File: src/inc/srl_cfg.svh
// Purpose: Offsets, field positions and timing counts of the serial ROM config loader
// Assumes: 200 MHz core clock, 1 MHz serial clock
// Notes: Definitions only
`ifndef SRL_CFG_SVH
`define SRL_CFG_SVH

// Register offsets in the internal register space
`define SRL_OFS_CMD 9'h040
`define SRL_OFS_DATA 9'h042

// Command register fields
`define SRL_CMD_EXT_BIT 10
`define SRL_OP_READ 2'h2
`define SRL_OP_WRITE 2'h1
`define SRL_OP_ERASE 2'h3
`define SRL_OP_SPECIAL 2'h0
`define SRL_SUB_EWEN 2'h3
`define SRL_SUB_EWDS 2'h0
`define SRL_SUB_ERAL 2'h2
`define SRL_SUB_WRAL 2'h1

// Self-status bit positions
`define SRL_ST_CHKOK_BIT 10
`define SRL_ST_BUSY_BIT 8
`define SRL_ST_INIT_DONE_FLAG_BIT 7

// Block layout
`define SRL_NO_DATA_WORD 16'hFFFF
`define SRL_REG_STEP 9'h002
`define SRL_PROBE_EDGE 10

// Boot ROM decode ignores the low twelve mask bits
`define SRL_BOOT_MASK_USE 20'hFF000

// Timing
`define SRL_CLK_PERIOD_NS 5
`define SRL_SK_PERIOD_NS 1000
`define SRL_SK_HALF_CYC ((`SRL_SK_PERIOD_NS / 2 + `SRL_CLK_PERIOD_NS - 1) / `SRL_CLK_PERIOD_NS)
`define SRL_WRITE_TIME_NS 10000000
`define SRL_WRITE_TIMEOUT_CYC (`SRL_WRITE_TIME_NS / `SRL_CLK_PERIOD_NS)
`define SRL_STRAP_WAIT_CYC 3

`endif

File: src/inc/srl_pkg.sv
// Purpose: Types shared by the serial ROM config loader
// Assumes: Nothing beyond the config header
// Notes: Offsets live in srl_cfg.svh
package srl_pkg;

  // Loader and command sequencer states
  typedef enum logic [3:0] {
    ST_START = 4'h0,
    ST_GAP = 4'h1,
    ST_PROBE = 4'h2,
    ST_RDWORD = 4'h3,
    ST_LOAD = 4'h4,
    ST_CHECK = 4'h5,
    ST_DONE = 4'h6,
    ST_READY = 4'h7,
    ST_CMD = 4'h8,
    ST_RDY_GAP = 4'h9,
    ST_RDY_WAIT = 4'hA
  } srl_state_e;

  // Host access to the internal register space
  typedef struct packed {
    logic wr;
    logic rd;
    logic [8:0] addr;
    logic [15:0] wdata;
  } srl_host_req_s;

  // One configuration word bound for an internal register
  typedef struct packed {
    logic valid;
    logic [8:0] addr;
    logic [15:0] data;
  } srl_cfg_wr_s;

endpackage : srl_pkg

File: src/srl_loader.sv
// Purpose: Serial ROM configuration loader and host command engine
// Assumes: Host port and boot decode inputs are on the core clock; rom_serial_in is asynchronous
// Notes: Config words leave on cfg_wr; a bad checksum pulses cfg_restore for a partial reset
`timescale 1ns/100ps
`include "srl_cfg.svh"
module srl_loader
  import srl_pkg::*;
#(
  parameter int unsigned WRITE_TIMEOUT_CYC = `SRL_WRITE_TIMEOUT_CYC
) (
  input wire logic clock, // Core clock, 200 MHz
  input wire logic nrst, // Synchronous reset, active low
  input wire srl_host_req_s host_req, // Host register access
  output logic [15:0] host_rdata, // Registered read data
  output logic [15:0] self_status, // Self-status word
  output srl_cfg_wr_s cfg_wr, // Config word to internal register
  output logic cfg_restore, // Pulse: restore defaults
  input wire logic rom_serial_in, // Serial data from memory
  output logic rom_serial_out, // Serial data to memory
  output logic rom_serial_clock, // 1 MHz serial clock
  output logic rom_chip_select, // Memory chip select
  output logic ext_logic_select_pin, // External logic select
  input wire logic mem_rd, // Host memory-space read
  input wire logic [19:0] mem_addr, // Host memory address
  input wire logic [19:0] boot_base, // Boot ROM base address
  input wire logic [19:0] boot_mask, // Boot ROM address mask
  output logic boot_rom_select_n // Boot ROM select, active low
);

  if (WRITE_TIMEOUT_CYC < 1 || WRITE_TIMEOUT_CYC >= (1 << 22)) begin : g_bad
    $error("srl_loader: WRITE_TIMEOUT_CYC out of range");
  end

  srl_state_e state_q;
  logic din_m_q, din_s_q;
  logic wide_q, sel_q, ext_target_q;
  logic busy_q, init_done_q, chk_ok_q, restore_q;
  logic [7:0] rd_addr_q, chk_addr_q, sum_q;
  logic [4:0] grp_left_q;
  logic [8:0] reg_addr_q;
  logic [21:0] gap_q;
  logic [15:0] cmd_q, data_q, rdata_q;
  srl_cfg_wr_s cfg_q;
  logic sh_start_q, sh_done, sh_probe, sh_sk, sh_dout;
  logic [26:0] sh_tx_q;
  logic [4:0] sh_nout_q, sh_nin_q;
  logic [15:0] sh_rx;
  logic boot_sel_n_q;
  logic [1:0] op, sub;
  logic cmd_data, cmd_read, cmd_wait, cmd_wr, gap_end;
  logic [7:0] word_sum;

  // Two flops before anything looks at the serial input pin
  always_ff @(posedge clock) begin
    if (!nrst) begin
      din_m_q <= 1'b0;
      din_s_q <= 1'b0;
    end else begin
      din_m_q <= rom_serial_in;
      din_s_q <= din_m_q;
    end
  end

  srl_shifter #(
    .HALF_CYC(`SRL_SK_HALF_CYC),
    .PROBE_EDGE(`SRL_PROBE_EDGE)
  ) u_shift (
    .clock(clock),
    .nrst(nrst),
    .start(sh_start_q),
    .tx(sh_tx_q),
    .n_out(sh_nout_q),
    .n_in(sh_nin_q),
    .din(din_s_q),
    .sk(sh_sk),
    .dout(sh_dout),
    .done(sh_done),
    .rx(sh_rx),
    .probe(sh_probe)
  );

  // Command decode from the stored command word
  assign op = cmd_q[9:8];
  assign sub = wide_q ? cmd_q[7:6] : cmd_q[5:4];
  assign cmd_read = (op == `SRL_OP_READ);
  assign cmd_data = (op == `SRL_OP_WRITE) || (op == `SRL_OP_SPECIAL && sub == `SRL_SUB_WRAL);
  // Erase, erase-all and both writes program cells, so they need a ready wait
  assign cmd_wait = (op == `SRL_OP_WRITE) || (op == `SRL_OP_ERASE) ||
    (op == `SRL_OP_SPECIAL && (sub == `SRL_SUB_ERAL || sub == `SRL_SUB_WRAL));
  assign cmd_wr = host_req.wr && host_req.addr == `SRL_OFS_CMD;
  assign gap_end = (gap_q == 22'(`SRL_SK_HALF_CYC - 1));
  assign word_sum = sh_rx[15:8] + sh_rx[7:0];

  // Sequencer: strap, probe, block readout, check, then host commands
  always_ff @(posedge clock) begin
    sh_start_q <= 1'b0;
    restore_q <= 1'b0;
    cfg_q.valid <= 1'b0;
    if (!nrst) begin
      state_q <= ST_START;
      gap_q <= 22'h000000;
      sel_q <= 1'b0;
      ext_target_q <= 1'b0;
      wide_q <= 1'b0;
      busy_q <= 1'b1;
      init_done_q <= 1'b0;
      chk_ok_q <= 1'b0;
      rd_addr_q <= 8'h00;
      chk_addr_q <= 8'h00;
      sum_q <= 8'h00;
      grp_left_q <= 5'h00;
      reg_addr_q <= 9'h000;
      cmd_q <= 16'h0000;
      sh_tx_q <= '0;
      sh_nout_q <= 5'h00;
      sh_nin_q <= 5'h00;
      cfg_q.addr <= 9'h000;
      cfg_q.data <= 16'h0000;
    end else begin
      case (state_q)
        ST_START: begin
          gap_q <= gap_q + 22'h000001;
          if (gap_q == 22'(`SRL_STRAP_WAIT_CYC)) begin
            gap_q <= 22'h000000;
            if (din_s_q) begin
              // Probe read of word zero with eight address bits
              state_q <= ST_PROBE;
              sel_q <= 1'b1;
              sh_start_q <= 1'b1;
              sh_tx_q <= {1'b1, `SRL_OP_READ, 8'h00, 16'h0000};
              sh_nout_q <= 5'd11;
              sh_nin_q <= 5'h00;
            end else begin
              state_q <= ST_DONE;
            end
          end
        end
        ST_PROBE: if (sh_done) begin
          wide_q <= sh_probe;
          sel_q <= 1'b0;
          state_q <= ST_GAP;
        end
        ST_GAP: begin
          // Chip select stays low for half a serial period between words
          gap_q <= gap_q + 22'h000001;
          if (gap_end) begin
            gap_q <= 22'h000000;
            state_q <= ST_RDWORD;
            sel_q <= 1'b1;
            sh_start_q <= 1'b1;
            sh_nin_q <= 5'd17; // Leading dummy zero falls out of the top of rx
            sh_tx_q <= wide_q ? {1'b1, `SRL_OP_READ, rd_addr_q, 16'h0000} :
              {1'b1, `SRL_OP_READ, rd_addr_q[5:0], 18'h00000};
            sh_nout_q <= wide_q ? 5'd11 : 5'd9;
          end
        end
        ST_RDWORD: if (sh_done) begin
          sel_q <= 1'b0;
          state_q <= ST_LOAD;
        end
        ST_LOAD: begin
          rd_addr_q <= rd_addr_q + 8'h01;
          state_q <= ST_GAP;
          if (rd_addr_q == 8'h00) begin
            if (sh_rx == `SRL_NO_DATA_WORD) begin
              state_q <= ST_DONE;
            end else begin
              chk_addr_q <= {1'b0, sh_rx[7:1]};
              sum_q <= word_sum;
              grp_left_q <= 5'h00;
            end
          end else if (rd_addr_q == chk_addr_q) begin
            sum_q <= sum_q + sh_rx[15:8];
            state_q <= ST_CHECK;
          end else if (sh_rx == `SRL_NO_DATA_WORD) begin
            state_q <= ST_CHECK;
          end else begin
            sum_q <= sum_q + word_sum;
            if (grp_left_q == 5'h00) begin
              grp_left_q <= {1'b0, sh_rx[15:12]} + 5'h01;
              reg_addr_q <= sh_rx[8:0];
            end else begin
              cfg_q.valid <= 1'b1;
              cfg_q.addr <= reg_addr_q;
              cfg_q.data <= sh_rx;
              reg_addr_q <= reg_addr_q + `SRL_REG_STEP;
              grp_left_q <= grp_left_q - 5'h01;
            end
          end
        end
        ST_CHECK: begin
          chk_ok_q <= (sum_q == 8'h00);
          restore_q <= (sum_q != 8'h00);
          state_q <= ST_DONE;
        end
        ST_DONE: begin
          init_done_q <= 1'b1;
          busy_q <= 1'b0;
          state_q <= ST_READY;
        end
        ST_READY: if (cmd_wr) begin
          // A command written while busy is dropped; the host must poll first
          cmd_q <= host_req.wdata;
          ext_target_q <= host_req.wdata[`SRL_CMD_EXT_BIT];
          busy_q <= 1'b1;
          sel_q <= 1'b1;
          sh_start_q <= 1'b1;
          state_q <= ST_CMD;
          // Opcode, address, then data for the two write forms
          sh_tx_q <= wide_q ? {1'b1, host_req.wdata[9:0], data_q} :
            {1'b1, host_req.wdata[9:8], host_req.wdata[5:0], data_q, 2'h0};
          sh_nin_q <= (host_req.wdata[9:8] == `SRL_OP_READ) ? 5'd17 : 5'd0;
          if ((host_req.wdata[9:8] == `SRL_OP_WRITE) || (host_req.wdata[9:8] == `SRL_OP_SPECIAL &&
              (wide_q ? host_req.wdata[7:6] : host_req.wdata[5:4]) == `SRL_SUB_WRAL)) begin
            sh_nout_q <= wide_q ? 5'd27 : 5'd25;
          end else begin
            sh_nout_q <= wide_q ? 5'd11 : 5'd9;
          end
        end
        ST_CMD: if (sh_done) begin
          sel_q <= 1'b0;
          gap_q <= 22'h000000;
          if (cmd_wait) begin
            state_q <= ST_RDY_GAP;
          end else begin
            busy_q <= 1'b0;
            state_q <= ST_READY;
          end
        end
        ST_RDY_GAP: begin
          gap_q <= gap_q + 22'h000001;
          if (gap_end) begin
            gap_q <= 22'h000000;
            sel_q <= 1'b1;
            state_q <= ST_RDY_WAIT;
          end
        end
        ST_RDY_WAIT: begin
          // Memory raises its output when programming ends; the first two samples still hold the pull-up level
          gap_q <= gap_q + 22'h000001;
          if ((din_s_q && gap_q >= 22'h000002) || gap_q == 22'(WRITE_TIMEOUT_CYC)) begin
            sel_q <= 1'b0;
            busy_q <= 1'b0;
            state_q <= ST_READY;
          end
        end
        default: state_q <= ST_START;
      endcase
    end
  end

  // Data register: host writes when idle, a read command fills it
  always_ff @(posedge clock) begin
    if (!nrst) begin
      data_q <= 16'h0000;
    end else if (state_q == ST_CMD && sh_done && cmd_read) begin
      data_q <= sh_rx;
    end else if (!busy_q && host_req.wr && host_req.addr == `SRL_OFS_DATA) begin
      data_q <= host_req.wdata;
    end
  end

  // Registered host read port
  always_ff @(posedge clock) begin
    if (!nrst) begin
      rdata_q <= 16'h0000;
    end else if (host_req.rd) begin
      rdata_q <= (host_req.addr == `SRL_OFS_CMD) ? cmd_q :
        (host_req.addr == `SRL_OFS_DATA) ? data_q : 16'h0000;
    end
  end

  // Boot ROM window decode in 4-kilobyte granules
  always_ff @(posedge clock) begin
    if (!nrst) begin
      boot_sel_n_q <= 1'b1;
    end else begin
      boot_sel_n_q <= !(mem_rd && ((mem_addr ^ boot_base) & boot_mask & `SRL_BOOT_MASK_USE) == 20'h00000);
    end
  end

  always_comb begin
    self_status = 16'h0000;
    self_status[`SRL_ST_CHKOK_BIT] = chk_ok_q;
    self_status[`SRL_ST_BUSY_BIT] = busy_q;
    self_status[`SRL_ST_INIT_DONE_FLAG_BIT] = init_done_q;
  end

  assign host_rdata = rdata_q;
  assign cfg_wr = cfg_q;
  assign cfg_restore = restore_q;
  assign rom_serial_out = sh_dout;
  assign rom_serial_clock = sh_sk;
  assign rom_chip_select = sel_q && !ext_target_q;
  assign ext_logic_select_pin = sel_q && ext_target_q;
  assign boot_rom_select_n = boot_sel_n_q;
endmodule : srl_loader

File: src/srl_shifter.sv
// Purpose: Three-wire serial shift engine with a divided serial clock
// Assumes: din already synchronised; tx left-justified, msb first
// Notes: Bits change while the serial clock is low and are sampled on its rising edge
`timescale 1ns/100ps
`include "srl_cfg.svh"
module srl_shifter
  import srl_pkg::*;
#(
  parameter int HALF_CYC = `SRL_SK_HALF_CYC,
  parameter int PROBE_EDGE = `SRL_PROBE_EDGE
) (
  input wire logic clock, // Core clock
  input wire logic nrst, // Synchronous reset, active low
  input wire logic start, // One-cycle start pulse
  input wire logic [26:0] tx, // Bits to send, left-justified
  input wire logic [4:0] n_out, // Number of bits to send
  input wire logic [4:0] n_in, // Number of bits to receive
  input wire logic din, // Synchronised serial input
  output logic sk, // Serial clock
  output logic dout, // Serial output bit
  output logic done, // One-cycle end pulse
  output logic [15:0] rx, // Received word
  output logic probe // Input seen on the probe edge
);

  if (HALF_CYC < 1 || PROBE_EDGE < 1 || PROBE_EDGE > 31) begin : g_bad
    $error("srl_shifter: unsupported parameter value");
  end

  logic run_q;
  logic sk_q;
  logic done_q;
  logic probe_q;
  logic [26:0] tx_q;
  logic [4:0] out_q;
  logic [4:0] in_q;
  logic [4:0] edge_q;
  logic [15:0] rx_q;
  logic [$clog2(HALF_CYC + 1)-1:0] div_q;
  logic tick;

  // One enable pulse per serial half period
  assign tick = run_q && (div_q == ($clog2(HALF_CYC + 1))'(HALF_CYC - 1));

  always_ff @(posedge clock) begin
    if (!nrst || !run_q || tick) begin
      div_q <= '0;
    end else begin
      div_q <= div_q + 1'b1;
    end
  end

  // Clock phase, edge count and end of transfer
  always_ff @(posedge clock) begin
    done_q <= 1'b0;
    if (!nrst) begin
      run_q <= 1'b0;
      sk_q <= 1'b0;
      edge_q <= 5'h00;
    end else if (start) begin
      run_q <= 1'b1;
      sk_q <= 1'b0;
      edge_q <= 5'h00;
    end else if (tick && !sk_q) begin
      sk_q <= 1'b1;
      edge_q <= edge_q + 5'h01;
    end else if (tick) begin
      sk_q <= 1'b0;
      if (out_q <= 5'h01 && in_q == 5'h00) begin
        run_q <= 1'b0;
        done_q <= 1'b1;
      end
    end
  end

  // Outgoing bits advance on the falling edge
  always_ff @(posedge clock) begin
    if (!nrst) begin
      tx_q <= '0;
      out_q <= 5'h00;
    end else if (start) begin
      tx_q <= tx;
      out_q <= n_out;
    end else if (tick && sk_q) begin
      tx_q <= tx_q << 1;
      if (out_q != 5'h00) begin
        out_q <= out_q - 5'h01;
      end
    end
  end

  // Incoming bits and the probe bit are taken on the rising edge
  always_ff @(posedge clock) begin
    if (!nrst) begin
      in_q <= 5'h00;
      rx_q <= 16'h0000;
      probe_q <= 1'b0;
    end else if (start) begin
      in_q <= n_in;
    end else if (tick && !sk_q) begin
      if (edge_q + 5'h01 == 5'(PROBE_EDGE)) begin
        probe_q <= din;
      end
      if (out_q == 5'h00 && in_q != 5'h00) begin
        rx_q <= {rx_q[14:0], din};
        in_q <= in_q - 5'h01;
      end
    end
  end

  assign sk = sk_q;
  assign dout = tx_q[26];
  assign done = done_q;
  assign rx = rx_q;
  assign probe = probe_q;

endmodule : srl_shifter

File: config.mk
export PLATFORM = sky130hd
export DESIGN_NAME = srl_loader
export DESIGN_NICKNAME = d
export VERILOG_FILES = /design/src/inc/srl_pkg.sv /design/src/srl_loader.sv /design/src/srl_shifter.sv
export VERILOG_INCLUDE_DIRS = /design/src /design/src/inc
export SDC_FILE = /design/constraint.sdc
export NUM_CORES = 1
export LEC_CHECK = 0
export BUFFER_PORTS_ARGS = -buffer_cell sky130_fd_sc_hd__buf_2
export CORE_MARGIN = 10
export CORE_UTILIZATION = 30
export DETAILED_ROUTE_END_ITERATION = 10
export GPL_TIMING_DRIVEN = 0
export PLACE_DENSITY = 0.53
export SYNTH_ARGS = -nofsm -noshare
export SYNTH_HDL_FRONTEND = slang
export SYNTH_SLANG_ARGS = --single-unit
File: constraint.sdc
create_clock -name clock -period 9 [get_ports clock]
set_clock_uncertainty 0.1 [all_clocks]
set_input_delay 0.9 -clock clock [delete_from_list [all_inputs] [get_ports clock]]
set_output_delay 0.9 -clock clock [all_outputs]
set_load 0.005 [all_outputs]
==> summary.txt, run 1 <==
Num Clock Sinks - 246
Clock Path Buffers - 3
Area grow syn2layout - 16.8%
Synth unique cells - 86
Adder-cell share of the synthesized area - 3.39%
Final critical-path required period - 3.78 ns
Clk slew on worst S/H paths - 0.06 ns
Synth Area in Compound Gates - 14.1%
Seq/Total Area, Yosys - 39.0%
Post-synthesis instance total - 1,486
Post-CTS setup buffers - 0
Static Leak - 5.72 nW
Switch Pwr - 0.832 mW
Worst-margin pin slew - 0.866 ns
CP Launch Type - flip-flop
Largest net degree at the start of global routing - 16
Max VDD drop - 132 uV
Slew HR - 42.3%
Synth Register Bits - 246
TritonCTS clock tree - built
Number of global-route vias before repair - 10,700
Nets@finish - 1,757
Hold_buf cts - 0
Via count - 10,900
Setup tns final - 0 ns
IO buf count - 104
FFs w/ async S/R, synth - 0%
Fin area - 0.0147 sq mm
Core Rows - 75
Setup CP Type - reg -> reg
PwrDens - 189 mW/mm^2
Post-synth EDFFs - 0
Final Hold Vio Count - 0
Tot GR Track Use - 14.6%
Crit path cell chain - xor2_1 -> nor4_4 -> nand2_1 -> buf_2 -> mux2_2 -> ha_1 -> fa_1 -> a21o_1 -> a21oi_1 -> o21ai_0 -> a21oi_1 -> xor2_1 -> o211ai_1
Switch share - 29.9%
Max-slew violations - 0
Mux contribution to synthesized area - 10.4%
Routed vias/inst - 4.99
Cts bufs inserted - 29
Die width - 225 microns
DR iter-0 viols - 619
CP arrival - 4.12 ns
Layout cells sized above 1 - 15.3%
Main combinational cell family by area after synthesis - simple AND/OR/NAND/NOR gates
Crit Path Max Fanout - 10
Design Power - 2.78 mW
Global route total overflow - 0
CP Capture Type - flip-flop
Maximum clock rate - 265 MHz
Status - completed
Req. time, crit path - 9.34 ns
Initial antenna violation count - 1
Gpl congestion - 0.868
Synth top area cells - dfxtp_1 (39%), mux2i_1 (8.2%), nor2_1 (6.3%)
Netlist Area Pre-Place - 0.0126 sq mm
CTS HTree Levels - 1
Initial Util - 30.2%
Post-route DRC - 0
Fillcell total - 4,306
Clock network fraction of total power - 39.5%
Final Cycle Share - 42.0%
Post-Place Cell Area - 0.0139 sq mm
Placeable Area - 0.0418 sq mm
Detailed Route WL - 37,600 microns
Worst min path class - reg -> reg
Post-CTS sizing - 0
Int Power - 1.95 mW
Worst setup margin - 5.22 ns
Critical path's largest stage delay - 0.53 ns
Unrepaired setup endpoints after global routing - no
Syn. warnings - 0
Later-pin clock latency in the skew report - 0.57 ns
Critical-path top delay cell - nor4_4
Final setup violation count - 0
Mean post-synth cell area - 8.50 sq um
Post-Synth XOR/XNOR Area - 5.17%
Power share of the combinational group - 18.8%
Dpl hpwl - 28,100 microns
Synth area leader - dfxtp_1
Global-route wire length before repair - 60,000 microns
Wire per inst - 17.2 microns
Chip Height - 225 microns
Ports - 155
Top FF cell, synth - dfxtp_1
CTS root buffer - clkbuf_16
Area share of the leading cell type in the synthesized netlist - 39.0%
Simple-Gate Fraction of Synth Area - 22.3%
Pre-antenna DRT Iters - 5
Top delay family on crit path - compound AO/OA/AOI/OAI gates
Flop pwr share - 41.7%
Antenna viol nets, final - 0
Worst Path Buf+Inv - 1
Max_cap viols - 0
Die area - 0.0507 sq mm
Dpl ws - 5.26 ns
-- cells by family after synthesis --
group | count (synthesis)
mux | 128
buf+inv | 139
flops | 246
xor+xnor | 73
compound gates | 284
fa+ha+maj | 33
simple gates | 582
other cells | 1
-- Yosys cell counts (4+ instances only) --
master     count
buf_4         22
o22ai_1        7
nand3_1       56
nand4_1       28
o2111ai_1      4
buf_1          7
nor4b_1        4
nand2_1      151
nand3b_1       4
o211ai_1       9
nand2b_1      26
nor2_1       212
xnor2_1       27
a311oi_2       6
a21oi_1      148
inv_1         22
mux2i_1      104
a31oi_1       10
nand4b_1       4
buf_2         24
o21bai_1       4
xor2_1        45
nor4_1         7
a21boi_0       4
mux2_2        24
o21a_1         7
o21ai_0       24
and3_1        14
ha_1          31
or3_1          8
nor3_1        23
and2_1         9
clkbuf_1      56
dfxtp_1      246
a211oi_1      24
-- cell type report --
cell class                      count  area (sq um)  share of cell area (%)
Multi-Input combinational cell   1113          7040                    47.8
Antenna cell                        1          2.50                  0.0170
Clock inverter                      4          35.0                   0.238
Buffer                            116           621                    4.21
Clock buffer                       43           838                    5.69
Timing Repair Buffer              104           520                    3.53
Inverter                           23          86.3                   0.586
Sequential cell                   246          4920                    33.4
Tap cell                          539           674                    4.57
-- cells in the final DEF, fill, tap and decap left out, types with 28 or more instances in the layout --
cell	netlist	final
clkbuf_1	56	64
buf_2	24	128
nor2_1	212	212
ha_1	31	31
mux2i_1	104	104
clkbuf_16	0	29
dfxtp_1	246	246
a21oi_1	148	148
xor2_1	45	45
nand2_1	151	151
nand3_1	56	56
nand4_1	28	28
-- metal layers --
| layer | vias up | GRT usage (%) | part of all wire, % |
|---|---|---|---|
| met2 | 249 | 24.6 | 48 |
| met1 | 5142 | 19.1 | 45 |
| li1 | 5479 | - | - |
| met5 | - | 0 | 0 |
| met3 | 47 | 1.99 | 4.7 |
| met4 | 0 | 3.94 | 2.0 |
-- worst paths after layout --
path	startpoint	to	slack, ns	cells after the start
setup / recovery	rd_addr_q[1]$_SDFFE_PN0P_	sum_q[6]$_SDFFE_PN0P_	5.22	13
hold / removal	din_m_q$_SDFF_PN0_	din_s_q$_SDFF_PN0_	0.34	1
setup reg to reg	rd_addr_q[1]$_SDFFE_PN0P_	sum_q[6]$_SDFFE_PN0P_	5.22	13
hold reg to reg	din_m_q$_SDFF_PN0_	din_s_q$_SDFF_PN0_	0.34	1
-- through the flow --
step,util [%],instances,hold WS [ns]
2_1_floorplan,-,1498,0.312
3_3_place_gp,33.2,2141,0.315
3_5_place_dp,33.2,2141,0.322
4_1_cts,35.3,2188,0.335
5_1_grt,35.3,2189,0.347
6_report,35.3,2189,0.339
-- state kept, by name, summed over array words and instances (netlist names), 5 cells and up --
| signal | flops |
|---|---|
| u_shift.rx | 16 |
| data_q | 16 |
| u_shift.tx_q | 27 |
| gap_q | 22 |
| rd_addr_q | 8 |
| u_shift.edge_q | 5 |
| cfg_wr | 26 |
| chk_addr_q | 7 |
| host_rdata | 16 |
| u_shift.out_q | 5 |
| grp_left_q | 5 |
| sh_tx_q | 26 |
| u_shift.div_q | 7 |
| sum_q | 8 |
| u_shift.in_q | 5 |
| cmd_q | 16 |
| reg_addr_q | 9 |
-- power by group through the flow --
stage | clock network [mW] | registers, mW | logic [mW]
after CTS | 1.13 | 1.16 | 0.521
after floorplan | 0 | 1.17 | 0.376
after detailed placement | 0 | 1.18 | 0.519
after global placement | 0 | 1.18 | 0.513
after global routing | 1.17 | 1.16 | 0.580
final | 1.10 | 1.16 | 0.523
-- worst reg2reg max path, delay by kind of cell (launching register included) --
| kind | cells | cell delay (ns) |
|---|---|---|
| AO/OA/AOI/OAI | 5 | 0.80 |
| AND/OR/NAND/NOR | 2 | 0.75 |
| adder cells (fa/ha/maj) | 2 | 0.61 |
| flip-flops | 1 | 0.52 |
| XOR/XNOR | 2 | 0.32 |
| multiplexers | 1 | 0.30 |
| buffers and inverters | 1 | 0.26 |
Note: power is estimated with default switching activity, not from simulation.
==> run 2, diff against run 1 <==
--- a/config.mk
+++ b/config.mk
@@ -11,7 +11,7 @@
 export CORE_UTILIZATION = 30
 export DETAILED_ROUTE_END_ITERATION = 10
 export GPL_TIMING_DRIVEN = 0
-export PLACE_DENSITY = 0.53
+export PLACE_DENSITY = 0.54
 export SYNTH_ARGS = -nofsm -noshare
 export SYNTH_HDL_FRONTEND = slang
 export SYNTH_SLANG_ARGS = --single-unit
==> constraint.sdc (replaced) <==
create_clock -name clock -period 3.4 [get_ports clock]
set_clock_uncertainty 0.1 [all_clocks]
set_input_delay 0.34 -clock clock [delete_from_list [all_inputs] [get_ports clock]]
set_output_delay 0.34 -clock clock [all_outputs]
set_load 0.005 [all_outputs]
==> run 2 against run 1 <==
- first-iteration DRC count is 12% lower
- clock power rose to 2.8 times the previous value
- via count increased by 0.82%
- register-to-register slack got worse by 5.1 ns
- sequential share of layout area shrank 0.74 points
- routed wire length increased by 0.89%
- cell count rose by 1.5%
- power grew to 2.7 times the previous value
- critical path depth unchanged
- design area is 2.7% higher
- critical path type unchanged
==> summary.txt, run 2 (same netlist as run 1, synthesis figures left out) <==
Antenna viol nets, final - 0
CP arrival - 3.61 ns
Routed vias/inst - 4.95
Reg area - 0.00494 sq mm
Via count - 11,000
Flop pwr share - 40.5%
Max-slew violations - 0
Int Power - 5.31 mW
Fillcell total - 4,255
Post-route DRC - 0
Pre-antenna DRT Iters - 6
Req. time, crit path - 3.73 ns
Ports - 155
CTS HTree Levels - 1
Placeable Area - 0.0418 sq mm
PwrDens - 501 mW/mm^2
Fin area - 0.0151 sq mm
Nets@finish - 1,785
Non-filler cells, final - 2,222
Crit Path Max Fanout - 8
Switch share - 29.9%
DR iter-0 viols - 546
Initial Util - 30.2%
Final Hold Vio Count - 0
Worst path most repeated cell - xnor2_1
Number of global-route vias before repair - 10,700
Detailed Route WL - 37,900 microns
Setup tns final - 0 ns
Commonest non-fill, non-tap cell in the layout - dfxtp_1
Maximum clock rate - 305 MHz
Die area - 0.0507 sq mm
Num Clock Sinks - 246
Max VDD drop - 430 uV
Tot GR Track Use - 14.5%
Die width - 225 microns
Final critical-path required period - 3.28 ns
Critical-path top delay cell - dfxtp_4
Placed Cells - 2,141
Multi-input gate area - 0.00708 sq mm
Critical path's largest stage delay - 0.40 ns
Clock Path Buffers - 3
Status - completed
Worst-margin pin slew - 0.905 ns
Static Leak - 5.87 nW
Final Cycle Share - 96.5%
Wire per inst - 17.1 microns
Final setup violation count - 0
TritonCTS clock tree - built
Power share of the combinational group - 19.0%
Global-route wire length before repair - 59,700 microns
CP Launch Type - flip-flop
Initial antenna violation count - 1
Core Rows - 75
Max_cap viols - 0
IO buf count - 104
Design Power - 7.58 mW
Global route total overflow - 0
Layout cells sized above 1 - 16.8%
CTS root buffer - clkbuf_16
Worst hold slack - 0.0242 ns
Crit path cell chain - ha_2 -> fa_2 -> a21o_1 -> a21oi_2 -> o21ai_1 -> xor2_1 -> mux2_2 -> ha_1 -> or3_4 -> o211ai_1 -> xnor2_1 -> xnor2_1 -> a31oi_1
Gpl congestion - 0.884
Max reg flops - 27
Area grow syn2layout - 19.9%
Cts bufs inserted - 30
Setup CP Type - reg -> reg
Clk slew on worst S/H paths - 0.06 ns
Reg-to-reg slack, setup - 0.12 ns
Clock network fraction of total power - 40.6%
Worst min path class - in -> reg
Switch Pwr - 2.27 mW
CP Capture Type - flip-flop
Slew HR - 39.7%
Largest net degree at the start of global routing - 17
Largest Register - u_shift.tx_q
Post-Place Cell Area - 0.0139 sq mm
Leading cell types in the layout, fill and taps excluded - dfxtp_1 (236), nor2_1 (212), nand2_1 (150)
Chip Height - 225 microns
Later-pin clock latency in the skew report - 0.58 ns
Dpl hpwl - 27,900 microns
-- run 2: cell types whose count changed in the layout (fill, tap and decap cells not counted), moves of 3 or more --
cell and change:
dlygate4sd3_1 +20, buf_4 +8, dfxtp_1 -10, dfxtp_2 +7
dfxtp_4 +3
-- run 2: per-stage QoR --
step,utilization [%],worst slack [ns]
after CTS,36.1,0.00308
after floorplan,-,0.106
after detailed placement,33.2,-0.359
after global routing,36.2,-0.00228
final,36.2,0.119
after global placement,33.2,-0.325
-- run 2: final cells by class --
type / count / share of cell area (%)
Multi-Input combinational cell: 1113 / 46.8
Buffer: 115 / 4.07
Tap cell: 539 / 4.46
Timing Repair Buffer: 132 / 5.16
Sequential cell: 246 / 32.7
Clock inverter: 6 / 0.364
Antenna cell: 1 / 0.0165
Clock buffer: 47 / 5.91
Inverter: 23 / 0.570
-- run 2: routing by layer --
layer	GRT usage, %	vias up	share of wire, %
met1	18.8	5210	46
met2	24.6	202	48
met5	0	-	0
met3	2.15	60	3.8
li1	-	5534	-
met4	3.88	0	2.1
-- run 2: worst max-delay path: cells and delay by family (launching register included) --
kind	cells	cell delay, ns
flops	1	0.40
fa+ha+maj	3	0.79
simple gates	1	0.34
xor+xnor	3	0.49
compound gates	5	0.70
mux	1	0.30
-- run 2: worst paths after layout --
path,startpoint,endpoint,cells past startpoint
max,u_shift.rx[8]$_SDFFE_PN0P_,sum_q[7]$_SDFFE_PN0P_,13
min,nrst,u_shift.edge_q[1]$_SDFFE_PP0P_,3
max reg2reg,u_shift.rx[8]$_SDFFE_PN0P_,sum_q[7]$_SDFFE_PN0P_,13
min reg2reg,din_m_q$_SDFF_PN0_,din_s_q$_SDFF_PN0_,1
-- run 2: repair_timing --
action,CTS,global route
buffers inserted,3,5
gates resized for setup,8,16
hold endpoints to repair,20,0
endpoints found under the setup margin,4,3
pin swaps,3,6
hold buffers,20,0
-- run 2: power groups by stage --
stage	clock network [mW]	logic, mW	registers, mW
after floorplan	0	0.996	3.10
after global placement	0	1.34	3.13
after detailed placement	0	1.36	3.13
after CTS	3.13	1.39	3.07
after global routing	3.25	1.59	3.08
final	3.07	1.44	3.07
